## config.mk

```make
export PLATFORM = sky130hd
export DESIGN_NAME = gpfm_top
export DESIGN_NICKNAME = d
export VERILOG_FILES = /design/src/gpfm_pkg.sv /design/src/gpfm_cfg_if.sv /design/src/gpfm_top.sv /design/src/gpfm_regs.sv /design/src/gpfm_pin_mux.sv
export SDC_FILE = /design/constraint.sdc
export NUM_CORES = 1
export LEC_CHECK = 0
export BUFFER_PORTS_ARGS = -buffer_cell sky130_fd_sc_hd__buf_2
export CAP_MARGIN = 20
export CORE_MARGIN = 1
export CORE_UTILIZATION = 34
export CTS_BUF_LIST = sky130_fd_sc_hd__clkbuf_16
export DETAILED_ROUTE_END_ITERATION = 10
export HOLD_SLACK_MARGIN = 0.02
export SKIP_CTS_REPAIR_TIMING = 1
export SYNTH_ARGS = -nofsm -noshare
export SYNTH_HDL_FRONTEND = slang
export SYNTH_SLANG_ARGS = --single-unit
```

## constraint.sdc

```tcl
create_clock -name clk_i -period 4.7 [get_ports clk_i]
set_clock_uncertainty 0.05 [all_clocks]
set_input_delay 0.235 -clock clk_i [delete_from_list [all_inputs] [get_ports clk_i]]
set_output_delay 0.235 -clock clk_i [all_outputs]
set_load 0.005 [all_outputs]
```

## src/gpfm_pkg.sv

```systemverilog
/*
   Constants and types shared by the pin function multiplexer: register offsets,
   field positions, reset values, selector codes and the packed state records.
   Assumes an 8-bit register space reached by a simple strobed register port.
*/
`default_nettype none

package gpfm_pkg;

   localparam int unsigned NUM_PINS = 3;

   // Register byte offsets.
   localparam logic [7:0] ADDR_SUPPLY_CODE = 8'h5E;
   localparam logic [7:0] ADDR_PIN_DIR = 8'h60;
   localparam logic [7:0] ADDR_PIN0_SEL = 8'h61;
   localparam logic [7:0] ADDR_PIN1_SEL = 8'h62;
   localparam logic [7:0] ADDR_PIN2_SEL = 8'h63;
   localparam logic [7:0] ADDR_PIN_VALUE = 8'h65;
   localparam logic [7:0] ADDR_PIN_INVERT = 8'h66;

   // Field layout and reset values.
   localparam int unsigned SEL_LSB = 0;
   localparam int unsigned SEL_WIDTH = 4;
   localparam int unsigned PIN_FIELD_LSB = 0;
   localparam logic [7:0] RESET_BYTE = 8'h00;
   localparam logic [2:0] RESET_PIN_BITS = 3'h0;
   localparam logic [3:0] RESET_SEL = 4'h0;

   // Volts are the supply code divided by this figure; kept for software reference.
   localparam real SUPPLY_CODE_PER_VOLT = 8.428;

   // Source selector codes.
   localparam logic [3:0] SEL_OFF = 4'h0;
   localparam logic [3:0] SEL_TWO_LEVEL = 4'h1;
   localparam logic [3:0] SEL_REG_VALUE = 4'h2;
   localparam logic [3:0] SEL_MUTE_BOTH = 4'h3;
   localparam logic [3:0] SEL_MUTE_LEFT = 4'h4;
   localparam logic [3:0] SEL_MUTE_RIGHT = 4'h5;
   localparam logic [3:0] SEL_CLK_INVALID = 4'h6;
   localparam logic [3:0] SEL_RSVD_7 = 4'h7;
   localparam logic [3:0] SEL_WARNING = 4'h8;
   localparam logic [3:0] SEL_MULTI_LEVEL = 4'h9;
   localparam logic [3:0] SEL_FAULT = 4'hB;
   localparam logic [3:0] SEL_SPI_SCK = 4'hC;
   localparam logic [3:0] SEL_SPI_MOSI = 4'hD;
   localparam logic [3:0] SEL_RSVD_E = 4'hE;
   localparam logic [3:0] SEL_RSVD_F = 4'hF;
   localparam int unsigned FAULT_FIRST_PIN = 1;

   typedef struct packed {
      logic two_level;
      logic multi_level;
      logic mute_left;
      logic mute_right;
      logic clk_invalid;
      logic warning_n;
      logic fault_n;
      logic spi_sck;
      logic spi_mosi;
   } gpfm_src_t;

   typedef struct packed {
      logic [2:0] dir;
      logic [2:0][3:0] sel;
      logic [2:0] value;
      logic [2:0] invert;
   } gpfm_regs_state_t;

   localparam gpfm_regs_state_t REGS_RESET = '{dir: RESET_PIN_BITS, sel: {RESET_SEL, RESET_SEL, RESET_SEL},
                                              value: RESET_PIN_BITS, invert: RESET_PIN_BITS};

   typedef struct packed {
      logic [7:0] supply;
      logic [2:0] pin_out;
      logic [2:0] pin_oe;
      logic [7:0] rdata;
      logic rvalid;
   } gpfm_top_state_t;

   localparam gpfm_top_state_t TOP_RESET = '{supply: RESET_BYTE, pin_out: RESET_PIN_BITS,
                                             pin_oe: RESET_PIN_BITS, rdata: RESET_BYTE, rvalid: 1'b0};

endpackage : gpfm_pkg

`default_nettype wire

```

## src/gpfm_cfg_if.sv

```systemverilog
/*
   Interface carrying register writes into the configuration store and the
   stored pin configuration out to the read path and the source multiplexer.
   Assumes one clock domain shared by every module that connects to it.
*/
`timescale 1ns/10ps
`default_nettype none

interface gpfm_cfg_if;
   logic wr;
   logic [7:0] addr;
   logic [7:0] wdata;
   logic [2:0] dir;
   logic [2:0][3:0] sel;
   logic [2:0] value;
   logic [2:0] invert;

   modport store (input wr, input addr, input wdata, output dir, output sel, output value, output invert);
   modport master (output wr, output addr, output wdata, input dir, input sel, input value, input invert);
   modport route (input dir, input sel, input value, input invert);
endinterface : gpfm_cfg_if

`default_nettype wire

```

## src/gpfm_top.sv

```systemverilog
/*
   Top of the pin function multiplexer: register port, supply code capture,
   registered pin outputs and drive enables. Assumes the register port and all
   source signals are synchronous to clk_i, and that the supply measurement
   input is already a settled 8-bit code.
*/
`timescale 1ns/10ps
`default_nettype none

// How it works
// RULE_01 - Read-only 8-bit supply code tracks the measurement; volts equal code over 8.428.
// RULE_02 - Direction bits 2..0 per pin; set means output; all reset cleared.
// RULE_03 - Four-bit selector per pin resets to zero; zero drives pin low.
// RULE_04 - Selector one routes the two-level rail control waveform.
// RULE_05 - Selector two drives the pin from its software output value bit.
// RULE_06 - Selector three outputs mute flag only when both channels are muted.
// RULE_07 - Selectors four and five output left and right mute flags alone.
// RULE_08 - Selector six outputs the clock-invalid flag.
// RULE_09 - Selector eight outputs the active-low warning indication.
// RULE_10 - Selector nine outputs the multi-level rail control waveform.
// RULE_11 - On pins one and two, selector eleven outputs the active-low fault.
// RULE_12 - Selector twelve routes the serial master clock.
// RULE_13 - Selector thirteen routes the serial master data output.
// RULE_14 - Reserved selector codes are not to be used; they drive low here.
// RULE_15 - Per-pin inversion bits 0..2 flip the pin output when set.
// RULE_16 - A pin is driven only while its direction bit marks it output.
module gpfm_top
(
   input wire logic clk_i,
   input wire logic sys_rst_i,
   input wire logic [7:0] reg_addr_i,
   input wire logic [7:0] reg_wdata_i,
   input wire logic reg_wr_i,
   input wire logic reg_rd_i,
   output logic [7:0] reg_rdata_o,
   output logic reg_rvalid_o,
   input wire logic [7:0] supply_measure_code_i,
   input wire logic two_level_i,
   input wire logic multi_level_i,
   input wire logic mute_left_i,
   input wire logic mute_right_i,
   input wire logic clk_invalid_i,
   input wire logic warning_n_i,
   input wire logic fault_n_i,
   input wire logic spi_sck_i,
   input wire logic spi_mosi_i,
   output logic [2:0] pin_out_o,
   output logic [2:0] pin_drive_enable_o
);

   gpfm_cfg_if cfg ();

   gpfm_pkg::gpfm_top_state_t state;
   gpfm_pkg::gpfm_top_state_t next_state;
   gpfm_pkg::gpfm_src_t src;
   logic [2:0] next_pin_out;
   logic [2:0] next_pin_oe;

   assign cfg.wr = reg_wr_i;
   assign cfg.addr = reg_addr_i;
   assign cfg.wdata = reg_wdata_i;

   assign src.two_level = two_level_i;
   assign src.multi_level = multi_level_i;
   assign src.mute_left = mute_left_i;
   assign src.mute_right = mute_right_i;
   assign src.clk_invalid = clk_invalid_i;
   assign src.warning_n = warning_n_i;
   assign src.fault_n = fault_n_i;
   assign src.spi_sck = spi_sck_i;
   assign src.spi_mosi = spi_mosi_i;

   gpfm_regs u_regs
   (
      .clk_i(clk_i),
      .sys_rst_i(sys_rst_i),
      .cfg(cfg.store)
   );

   gpfm_pin_mux u_mux
   (
      .cfg(cfg.route),
      .src_i(src),
      .next_pin_out_o(next_pin_out),
      .next_pin_oe_o(next_pin_oe)
   );

   // Unmapped offsets and reserved upper bits read as zero.
   function automatic logic [7:0] read_value(input logic [7:0] addr, input logic [7:0] supply);
      logic [7:0] v;
      v = 8'h00;
      case (addr)
         gpfm_pkg::ADDR_SUPPLY_CODE: v = supply; // RULE_01
         gpfm_pkg::ADDR_PIN_DIR: v = {5'h00, cfg.dir};
         gpfm_pkg::ADDR_PIN0_SEL: v = {4'h0, cfg.sel[0]};
         gpfm_pkg::ADDR_PIN1_SEL: v = {4'h0, cfg.sel[1]};
         gpfm_pkg::ADDR_PIN2_SEL: v = {4'h0, cfg.sel[2]};
         gpfm_pkg::ADDR_PIN_VALUE: v = {5'h00, cfg.value};
         gpfm_pkg::ADDR_PIN_INVERT: v = {5'h00, cfg.invert};
         default: v = 8'h00;
      endcase
      return v;
   endfunction : read_value

   always_comb
   begin
      next_state = state;
      // Writes to the supply code are ignored; it always follows the converter.
      next_state.supply = supply_measure_code_i; // RULE_01
      next_state.pin_out = next_pin_out;
      next_state.pin_oe = next_pin_oe; // RULE_16
      next_state.rvalid = reg_rd_i;
      if (reg_rd_i)
         next_state.rdata = read_value(reg_addr_i, state.supply);
   end

   always_ff @(posedge clk_i)
   begin
      if (sys_rst_i)
         state <= gpfm_pkg::TOP_RESET; // RULE_01
      else
         state <= next_state;
   end

   assign reg_rdata_o = state.rdata;
   assign reg_rvalid_o = state.rvalid;
   assign pin_out_o = state.pin_out;
   assign pin_drive_enable_o = state.pin_oe;

   // The pin flops add one cycle of latency after the selector stage, which
   // keeps every pin glitch-free at the cost of delaying fast waveforms.

   a_supply_follow: assert property (@(posedge clk_i) disable iff (sys_rst_i) // RULE_01
      !$past(sys_rst_i) ##1 reg_rd_i && reg_addr_i == gpfm_pkg::ADDR_SUPPLY_CODE
      |=> reg_rdata_o == $past(supply_measure_code_i, 2) && reg_rvalid_o)
      else $error("supply code read does not match measurement");

   a_dir_reset: assert property (@(posedge clk_i) // RULE_02
      sys_rst_i |=> cfg.dir == 3'h0 && pin_drive_enable_o == 3'h0)
      else $error("direction not cleared by reset");

   a_dir_write: assert property (@(posedge clk_i) disable iff (sys_rst_i) // RULE_02
      reg_wr_i && reg_addr_i == gpfm_pkg::ADDR_PIN_DIR |=> cfg.dir == $past(reg_wdata_i[2:0])
      ##1 pin_drive_enable_o == $past(reg_wdata_i[2:0], 2))
      else $error("direction write not reflected on drive enables");

   a_sel_off_low: assert property (@(posedge clk_i) disable iff (sys_rst_i) // RULE_03
      cfg.sel[0] == gpfm_pkg::SEL_OFF && cfg.dir[0] |=> pin_out_o[0] == $past(cfg.invert[0]))
      else $error("selector off does not drive low");

   a_two_level: assert property (@(posedge clk_i) disable iff (sys_rst_i) // RULE_04
      cfg.sel[1] == gpfm_pkg::SEL_TWO_LEVEL && cfg.dir[1]
      |=> pin_out_o[1] == ($past(two_level_i) ^ $past(cfg.invert[1])))
      else $error("two-level waveform not routed");

   a_reg_value: assert property (@(posedge clk_i) disable iff (sys_rst_i) // RULE_05
      cfg.sel[2] == gpfm_pkg::SEL_REG_VALUE && cfg.dir[2]
      |=> pin_out_o[2] == ($past(cfg.value[2]) ^ $past(cfg.invert[2])))
      else $error("register value not driven");

   a_mute_both: assert property (@(posedge clk_i) disable iff (sys_rst_i) // RULE_06
      cfg.sel[0] == gpfm_pkg::SEL_MUTE_BOTH && cfg.dir[0] && !cfg.invert[0]
      |=> pin_out_o[0] == ($past(mute_left_i) && $past(mute_right_i)))
      else $error("combined mute flag wrong");

   a_mute_left: assert property (@(posedge clk_i) disable iff (sys_rst_i) // RULE_07
      cfg.sel[1] == gpfm_pkg::SEL_MUTE_LEFT && cfg.dir[1] && !cfg.invert[1] |=> pin_out_o[1] == $past(mute_left_i))
      else $error("left mute flag wrong");

   a_mute_right: assert property (@(posedge clk_i) disable iff (sys_rst_i) // RULE_07
      cfg.sel[2] == gpfm_pkg::SEL_MUTE_RIGHT && cfg.dir[2] && !cfg.invert[2] |=> pin_out_o[2] == $past(mute_right_i))
      else $error("right mute flag wrong");

   a_clk_invalid: assert property (@(posedge clk_i) disable iff (sys_rst_i) // RULE_08
      cfg.sel[0] == gpfm_pkg::SEL_CLK_INVALID && cfg.dir[0] && !cfg.invert[0]
      |=> pin_out_o[0] == $past(clk_invalid_i))
      else $error("clock invalid flag wrong");

   a_warning: assert property (@(posedge clk_i) disable iff (sys_rst_i) // RULE_09
      cfg.sel[1] == gpfm_pkg::SEL_WARNING && cfg.dir[1] && !cfg.invert[1] |=> pin_out_o[1] == $past(warning_n_i))
      else $error("warning indication wrong");

   a_multi_level: assert property (@(posedge clk_i) disable iff (sys_rst_i) // RULE_10
      cfg.sel[2] == gpfm_pkg::SEL_MULTI_LEVEL && cfg.dir[2] && !cfg.invert[2]
      |=> pin_out_o[2] == $past(multi_level_i))
      else $error("multi-level waveform wrong");

   a_fault_pin: assert property (@(posedge clk_i) disable iff (sys_rst_i) // RULE_11
      cfg.sel[1] == gpfm_pkg::SEL_FAULT && cfg.dir[1] && !cfg.invert[1] |=> pin_out_o[1] == $past(fault_n_i))
      else $error("fault indication wrong");

   a_spi_clock: assert property (@(posedge clk_i) disable iff (sys_rst_i) // RULE_12
      cfg.sel[0] == gpfm_pkg::SEL_SPI_SCK && cfg.dir[0] && !cfg.invert[0] |=> pin_out_o[0] == $past(spi_sck_i))
      else $error("serial clock not routed");

   a_spi_data: assert property (@(posedge clk_i) disable iff (sys_rst_i) // RULE_13
      cfg.sel[2] == gpfm_pkg::SEL_SPI_MOSI && cfg.dir[2] && !cfg.invert[2] |=> pin_out_o[2] == $past(spi_mosi_i))
      else $error("serial data not routed");

   a_reserved_low: assert property (@(posedge clk_i) disable iff (sys_rst_i) // RULE_14
      (cfg.sel[0] == gpfm_pkg::SEL_RSVD_7 || cfg.sel[0] == gpfm_pkg::SEL_RSVD_E || cfg.sel[0] == gpfm_pkg::SEL_RSVD_F)
      && !cfg.invert[0] |=> !pin_out_o[0])
      else $error("reserved selector not low");

   a_invert_flip: assert property (@(posedge clk_i) disable iff (sys_rst_i) // RULE_15
      cfg.dir[2] && $stable(cfg.sel[2]) && $stable(cfg.value[2]) && cfg.sel[2] == gpfm_pkg::SEL_REG_VALUE
      && $changed(cfg.invert[2]) |=> $changed(pin_out_o[2]))
      else $error("inversion does not flip output");

   a_drive_off: assert property (@(posedge clk_i) disable iff (sys_rst_i) // RULE_16
      !cfg.dir[1] [*2] |=> !pin_drive_enable_o[1] && !pin_out_o[1])
      else $error("pin driven while input");

   a_supply_reset: assert property (@(posedge clk_i) // RULE_01
      sys_rst_i |=> state.supply == 8'h00 && reg_rdata_o == 8'h00 && !reg_rvalid_o)
      else $error("supply code or read port not cleared by reset");

   // The read answer must not move between reads, or a slow host could latch a torn value.
   a_rdata_hold: assert property (@(posedge clk_i) disable iff (sys_rst_i) // RULE_01
      !reg_rd_i |=> $stable(reg_rdata_o) && !reg_rvalid_o)
      else $error("read data changed without a read");

   c_mute_both: cover property (@(posedge clk_i) disable iff (sys_rst_i)
      cfg.sel[0] == gpfm_pkg::SEL_MUTE_BOTH && cfg.dir[0] ##1 pin_out_o[0]);

   c_spi_route: cover property (@(posedge clk_i) disable iff (sys_rst_i)
      cfg.sel[1] == gpfm_pkg::SEL_SPI_SCK && cfg.sel[2] == gpfm_pkg::SEL_SPI_MOSI && cfg.dir[2:1] == 2'h3);

   c_fault_pin2: cover property (@(posedge clk_i) disable iff (sys_rst_i)
      cfg.sel[2] == gpfm_pkg::SEL_FAULT && cfg.dir[2] ##1 !pin_out_o[2]);

   c_supply_read: cover property (@(posedge clk_i) disable iff (sys_rst_i)
      reg_rd_i && reg_addr_i == gpfm_pkg::ADDR_SUPPLY_CODE ##1 reg_rvalid_o && reg_rdata_o != 8'h00);

endmodule : gpfm_top

`default_nettype wire

```

## src/gpfm_regs.sv

```systemverilog
/*
   Writable configuration store: direction, source selectors, output values
   and inversion bits. Assumes writes arrive as single-cycle strobes.
*/
`timescale 1ns/10ps
`default_nettype none

module gpfm_regs
(
   input wire logic clk_i,
   input wire logic sys_rst_i,
   gpfm_cfg_if.store cfg
);

   gpfm_pkg::gpfm_regs_state_t state;
   gpfm_pkg::gpfm_regs_state_t next_state;

   always_comb
   begin
      next_state = state;
      if (cfg.wr)
      begin
         case (cfg.addr)
            gpfm_pkg::ADDR_PIN_DIR: next_state.dir = cfg.wdata[2:0];
            gpfm_pkg::ADDR_PIN0_SEL: next_state.sel[0] = cfg.wdata[3:0];
            gpfm_pkg::ADDR_PIN1_SEL: next_state.sel[1] = cfg.wdata[3:0];
            gpfm_pkg::ADDR_PIN2_SEL: next_state.sel[2] = cfg.wdata[3:0];
            gpfm_pkg::ADDR_PIN_VALUE: next_state.value = cfg.wdata[2:0];
            gpfm_pkg::ADDR_PIN_INVERT: next_state.invert = cfg.wdata[2:0];
            default: next_state = state;
         endcase
      end
   end

   // Every field returns to zero, so all pins come up as undriven inputs.
   always_ff @(posedge clk_i)
   begin
      if (sys_rst_i)
         state <= gpfm_pkg::REGS_RESET; // RULE_02
      else
         state <= next_state;
   end

   assign cfg.dir = state.dir;
   assign cfg.sel = state.sel;
   assign cfg.value = state.value;
   assign cfg.invert = state.invert;

endmodule : gpfm_regs

`default_nettype wire

```

## src/gpfm_pin_mux.sv

```systemverilog
/*
   Combinational source selection for the three pins, before the output flops.
   Assumes the routed source signals are synchronous to the system clock.
*/
`timescale 1ns/10ps
`default_nettype none

module gpfm_pin_mux
(
   gpfm_cfg_if.route cfg,
   input wire gpfm_pkg::gpfm_src_t src_i,
   output logic [2:0] next_pin_out_o,
   output logic [2:0] next_pin_oe_o
);

   function automatic logic route_one(input logic [3:0] sel, input logic value, input int unsigned pin,
                                      input gpfm_pkg::gpfm_src_t src);
      logic r;
      r = 1'b0;
      case (sel)
         gpfm_pkg::SEL_OFF: r = 1'b0; // RULE_03
         gpfm_pkg::SEL_TWO_LEVEL: r = src.two_level; // RULE_04
         gpfm_pkg::SEL_REG_VALUE: r = value; // RULE_05
         gpfm_pkg::SEL_MUTE_BOTH: r = src.mute_left & src.mute_right; // RULE_06
         gpfm_pkg::SEL_MUTE_LEFT: r = src.mute_left; // RULE_07
         gpfm_pkg::SEL_MUTE_RIGHT: r = src.mute_right; // RULE_07
         gpfm_pkg::SEL_CLK_INVALID: r = src.clk_invalid; // RULE_08
         gpfm_pkg::SEL_WARNING: r = src.warning_n; // RULE_09
         gpfm_pkg::SEL_MULTI_LEVEL: r = src.multi_level; // RULE_10
         gpfm_pkg::SEL_FAULT: r = (pin >= gpfm_pkg::FAULT_FIRST_PIN) ? src.fault_n : 1'b0; // RULE_11
         gpfm_pkg::SEL_SPI_SCK: r = src.spi_sck; // RULE_12
         gpfm_pkg::SEL_SPI_MOSI: r = src.spi_mosi; // RULE_13
         // Reserved codes park the source low so a misprogrammed pin is at least quiet.
         default: r = 1'b0; // RULE_14
      endcase
      return r;
   endfunction : route_one

   always_comb
   begin
      next_pin_out_o = 3'h0;
      next_pin_oe_o = 3'h0;
      for (int unsigned i = 0; i < gpfm_pkg::NUM_PINS; i++)
      begin
         next_pin_oe_o[i] = cfg.dir[i]; // RULE_16
         next_pin_out_o[i] = cfg.dir[i] & (route_one(cfg.sel[i], cfg.value[i], i, src_i) ^ cfg.invert[i]); // RULE_15
      end
   end

endmodule : gpfm_pin_mux

`default_nettype wire

```

==> impl_results.md <==
- Final Hold Vio Count: 0
- Via Count: 1806
- Drt total wl: around 5.2 mm
- Die Y: 84.4 um
- Critical Path RT: ~4800 ps
- GR Util All Layers: 0.156
- Global route overflow: 0
- CP Capture Type: register
- Most frequent cells in the layout: 47 x buf_2, 44 x dfxtp_1, 24 x nor2_1
- FP Rows: 29
- Antenna violations before repair: 0
- Register bit total from synthesis: 44
- Commonest non-fill, non-tap cell in the layout: buf_2
- Yosys Warn Count: 0
- Fillcell total: about 670
- Final max-slew violation count: 0
- Area leader, netlist: dfxtp_1
- I/O pins: between 50 and 60
- Hold Startpoint: supply_measure_code_i[7]
- Vias per inst: ~5.2
- Outcome: complete, but fails checks
- Chip Width: around 84 um
- Final setup violating endpoints: 0
- Layout cells sized above 1: 0.251
- Crit Path Max Fanout: 10
- CTS tree: built
- DIE AREA: 7120 sq um
- Post-DP HPWL: about 3.8 mm
- TritonCTS sink count: 44
- Setup TNS: 0 ps
- Failing checks: DRC
- CTS root buf: clkbuf_16
- Largest net degree at the start of global routing: 40
- Register area share after synthesis: 0.382
- DRC: 6
- Power per cell area: 322 nW/um^2
- Netlist cell types: 47
- RR Endpoint: pin_out_o[1]
- Post-synthesis cell area: ~2300 sq um
- I/O Buffers: 47
- # diodes: 0
- Ys flop type: dfxtp_1
- Tightest Pin Transition: ~720 ps
- Starting Density: 0.357
- Hold Slack: 107 ps
- Setup CP Type: reg -> reg
- Critical path launch point: u_regs.cfg.sel[5]
- Vias in the first global route: between 1500 and 2000
- Worst-path clk slew: 60 ps
- Number of flops mapped to enable cells by yosys: 0
- Total core area: between 6000 and 7000 sq um
- Syn Nets: 282
- Worst-Skew Late Latency: about 290 ps
- Max-Cap Viols: 0
- Hold crit path type: in -> reg
- RR Startpoint: u_regs.cfg.sel[5]
- Global-route wire length before repair: ~8.6 mm
- ANT nets after route: 0
- Period utilisation layout: 0.373
- Post-synthesis instance total: 245
- Reg2reg setup slack: ~3000 ps
- DRT Pass-1 Iters: 9
- Reg2reg path depth: 5
- Clock buffer depth: 2
- Asr flop ratio synth: 0
- Pleak: approximately 1.1 nW
- Wirelength per Cell: between 15 and 20 um
- CP endpoint: pin_out_o[1]
- Area Overhead vs Synth: 12.1%
- Worst VDD drop: between 0.15 and 0.2 mV
- CP Data Arrival Time: approximately 1900 ps
- Final min period: 1750 ps
- Initial drt markers: 108
- Synth area leaders: dfxtp_1 38%, mux2i_1 9.5%, buf_4 5.5%
- Post-synth top area share: 0.382
- TritonCTS buffer count: 5
- H-tree depth: 2
- Unrepaired setup endpoints after global routing: false
- Max Freq: about 570 MHz
- Worst rel slew slack: 0.523
- Final net count: between 300 and 400
- Routability cong.: 0.845
- Syn Area/Cell: approximately 9.4 sq um
- Crit start category: register
-- worst min path at each step --
stage	endpoint	slack, ps	cells past startpoint
finish	state[22]	110	2
global route	state[22]	100	2
CTS	state[20]	100	2
detailed placement	state[21]	400	2
global placement	state[21]	400	2
floorplan	pin_drive_enable_o[2]	260	1
-- stage by stage --
step / area, sq um / total power [mW] / std cells / utilization / setup WS (ps)
global placement: 2420 / 0.440 / 340 / 0.374 / 2930
finish: 2590 / 0.833 / 348 / 0.401 / 2950
detailed placement: 2420 / 0.440 / 340 / 0.374 / 2910
CTS: 2590 / 0.844 / 348 / 0.401 / 2960
global route: 2590 / 0.866 / 348 / 0.401 / 2850
floorplan: 2310 / 0.417 / 245 / - / 3180
-- registers in the layout (all words and copies together), names as in the netlist --
signal,cells
pin_drive_enable_o,3
pin_out_o,3
reg_rdata_o,8
reg_rvalid_o,1
state,8
u_regs.cfg.dir,3
u_regs.cfg.invert,3
u_regs.cfg.sel,12
u_regs.cfg.value,3
-- layout make-up --
type / count / area [sq um] / area share
clock inverters: 3 / 46.3 / 0.0179
repair buffers: 47 / 235 / 0.0909
flip-flops and latches: 44 / 881 / 0.340
well taps: 77 / 96.3 / 0.0372
inverters: 3 / 11.3 / 0.00435
clock buffers: 5 / 125 / 0.0483
multi-input cells: 169 / 1190 / 0.461
-- critical path, cell delays in order (launching register included) --
cell and delay (ps):
dfxtp_1 530, mux2i_1 230, o21ai_1 70, a31o_1 250, or3_1 350, and3_1 170
-- cells by family (layout without fill, tap and decap cells) --
| logic type | after synthesis | count (layout) | synth area share |
|---|---|---|---|
| simple gates | 100 | 100 | 0.260 |
| flops | 44 | 44 | 0.382 |
| compound gates | 42 | 42 | 0.118 |
| buf+inv | 32 | 58 | 0.101 |
| mux | 27 | 27 | 0.139 |
-- layer usage --
layer / up-vias / track usage / routed length [um]
met4: 0 / 0.0508 / 67
met1: 831 / 0.217 / 2580
li1: 912 / - / -
met2: 57 / 0.229 / 2220
met5: - / 0 / 0
met3: 6 / 0.0511 / 366
-- synth_stat cells (2+ instances only) --
cell,number
buf_4,17
nand2b_1,5
nand3_2,3
nor4_1,2
nand2_1,10
a22o_1,5
dfxtp_1,44
nor2b_1,15
a21oi_1,10
nor2_1,24
nor3_1,2
nand4_1,3
and2_1,2
clkbuf_1,5
o21ai_0,7
and3_1,4
buf_6,5
mux4_2,4
a22oi_1,4
nand3b_1,5
mux2i_1,22
inv_1,3
o22ai_1,2
nand3_1,11
o21ai_1,5
nand4b_1,3
and3b_1,2
a211oi_1,2
-- power breakdown --
| group | leakage (nW) | switching [mW] | internal, mW |
|---|---|---|---|
| Combinational | 0.690 | 0.0309 | 0.0213 |
| Clock | 0.0804 | 0.149 | 0.252 |
| Sequential | 0.357 | 0.00155 | 0.378 |
Power figures use the tool's default switching activity.
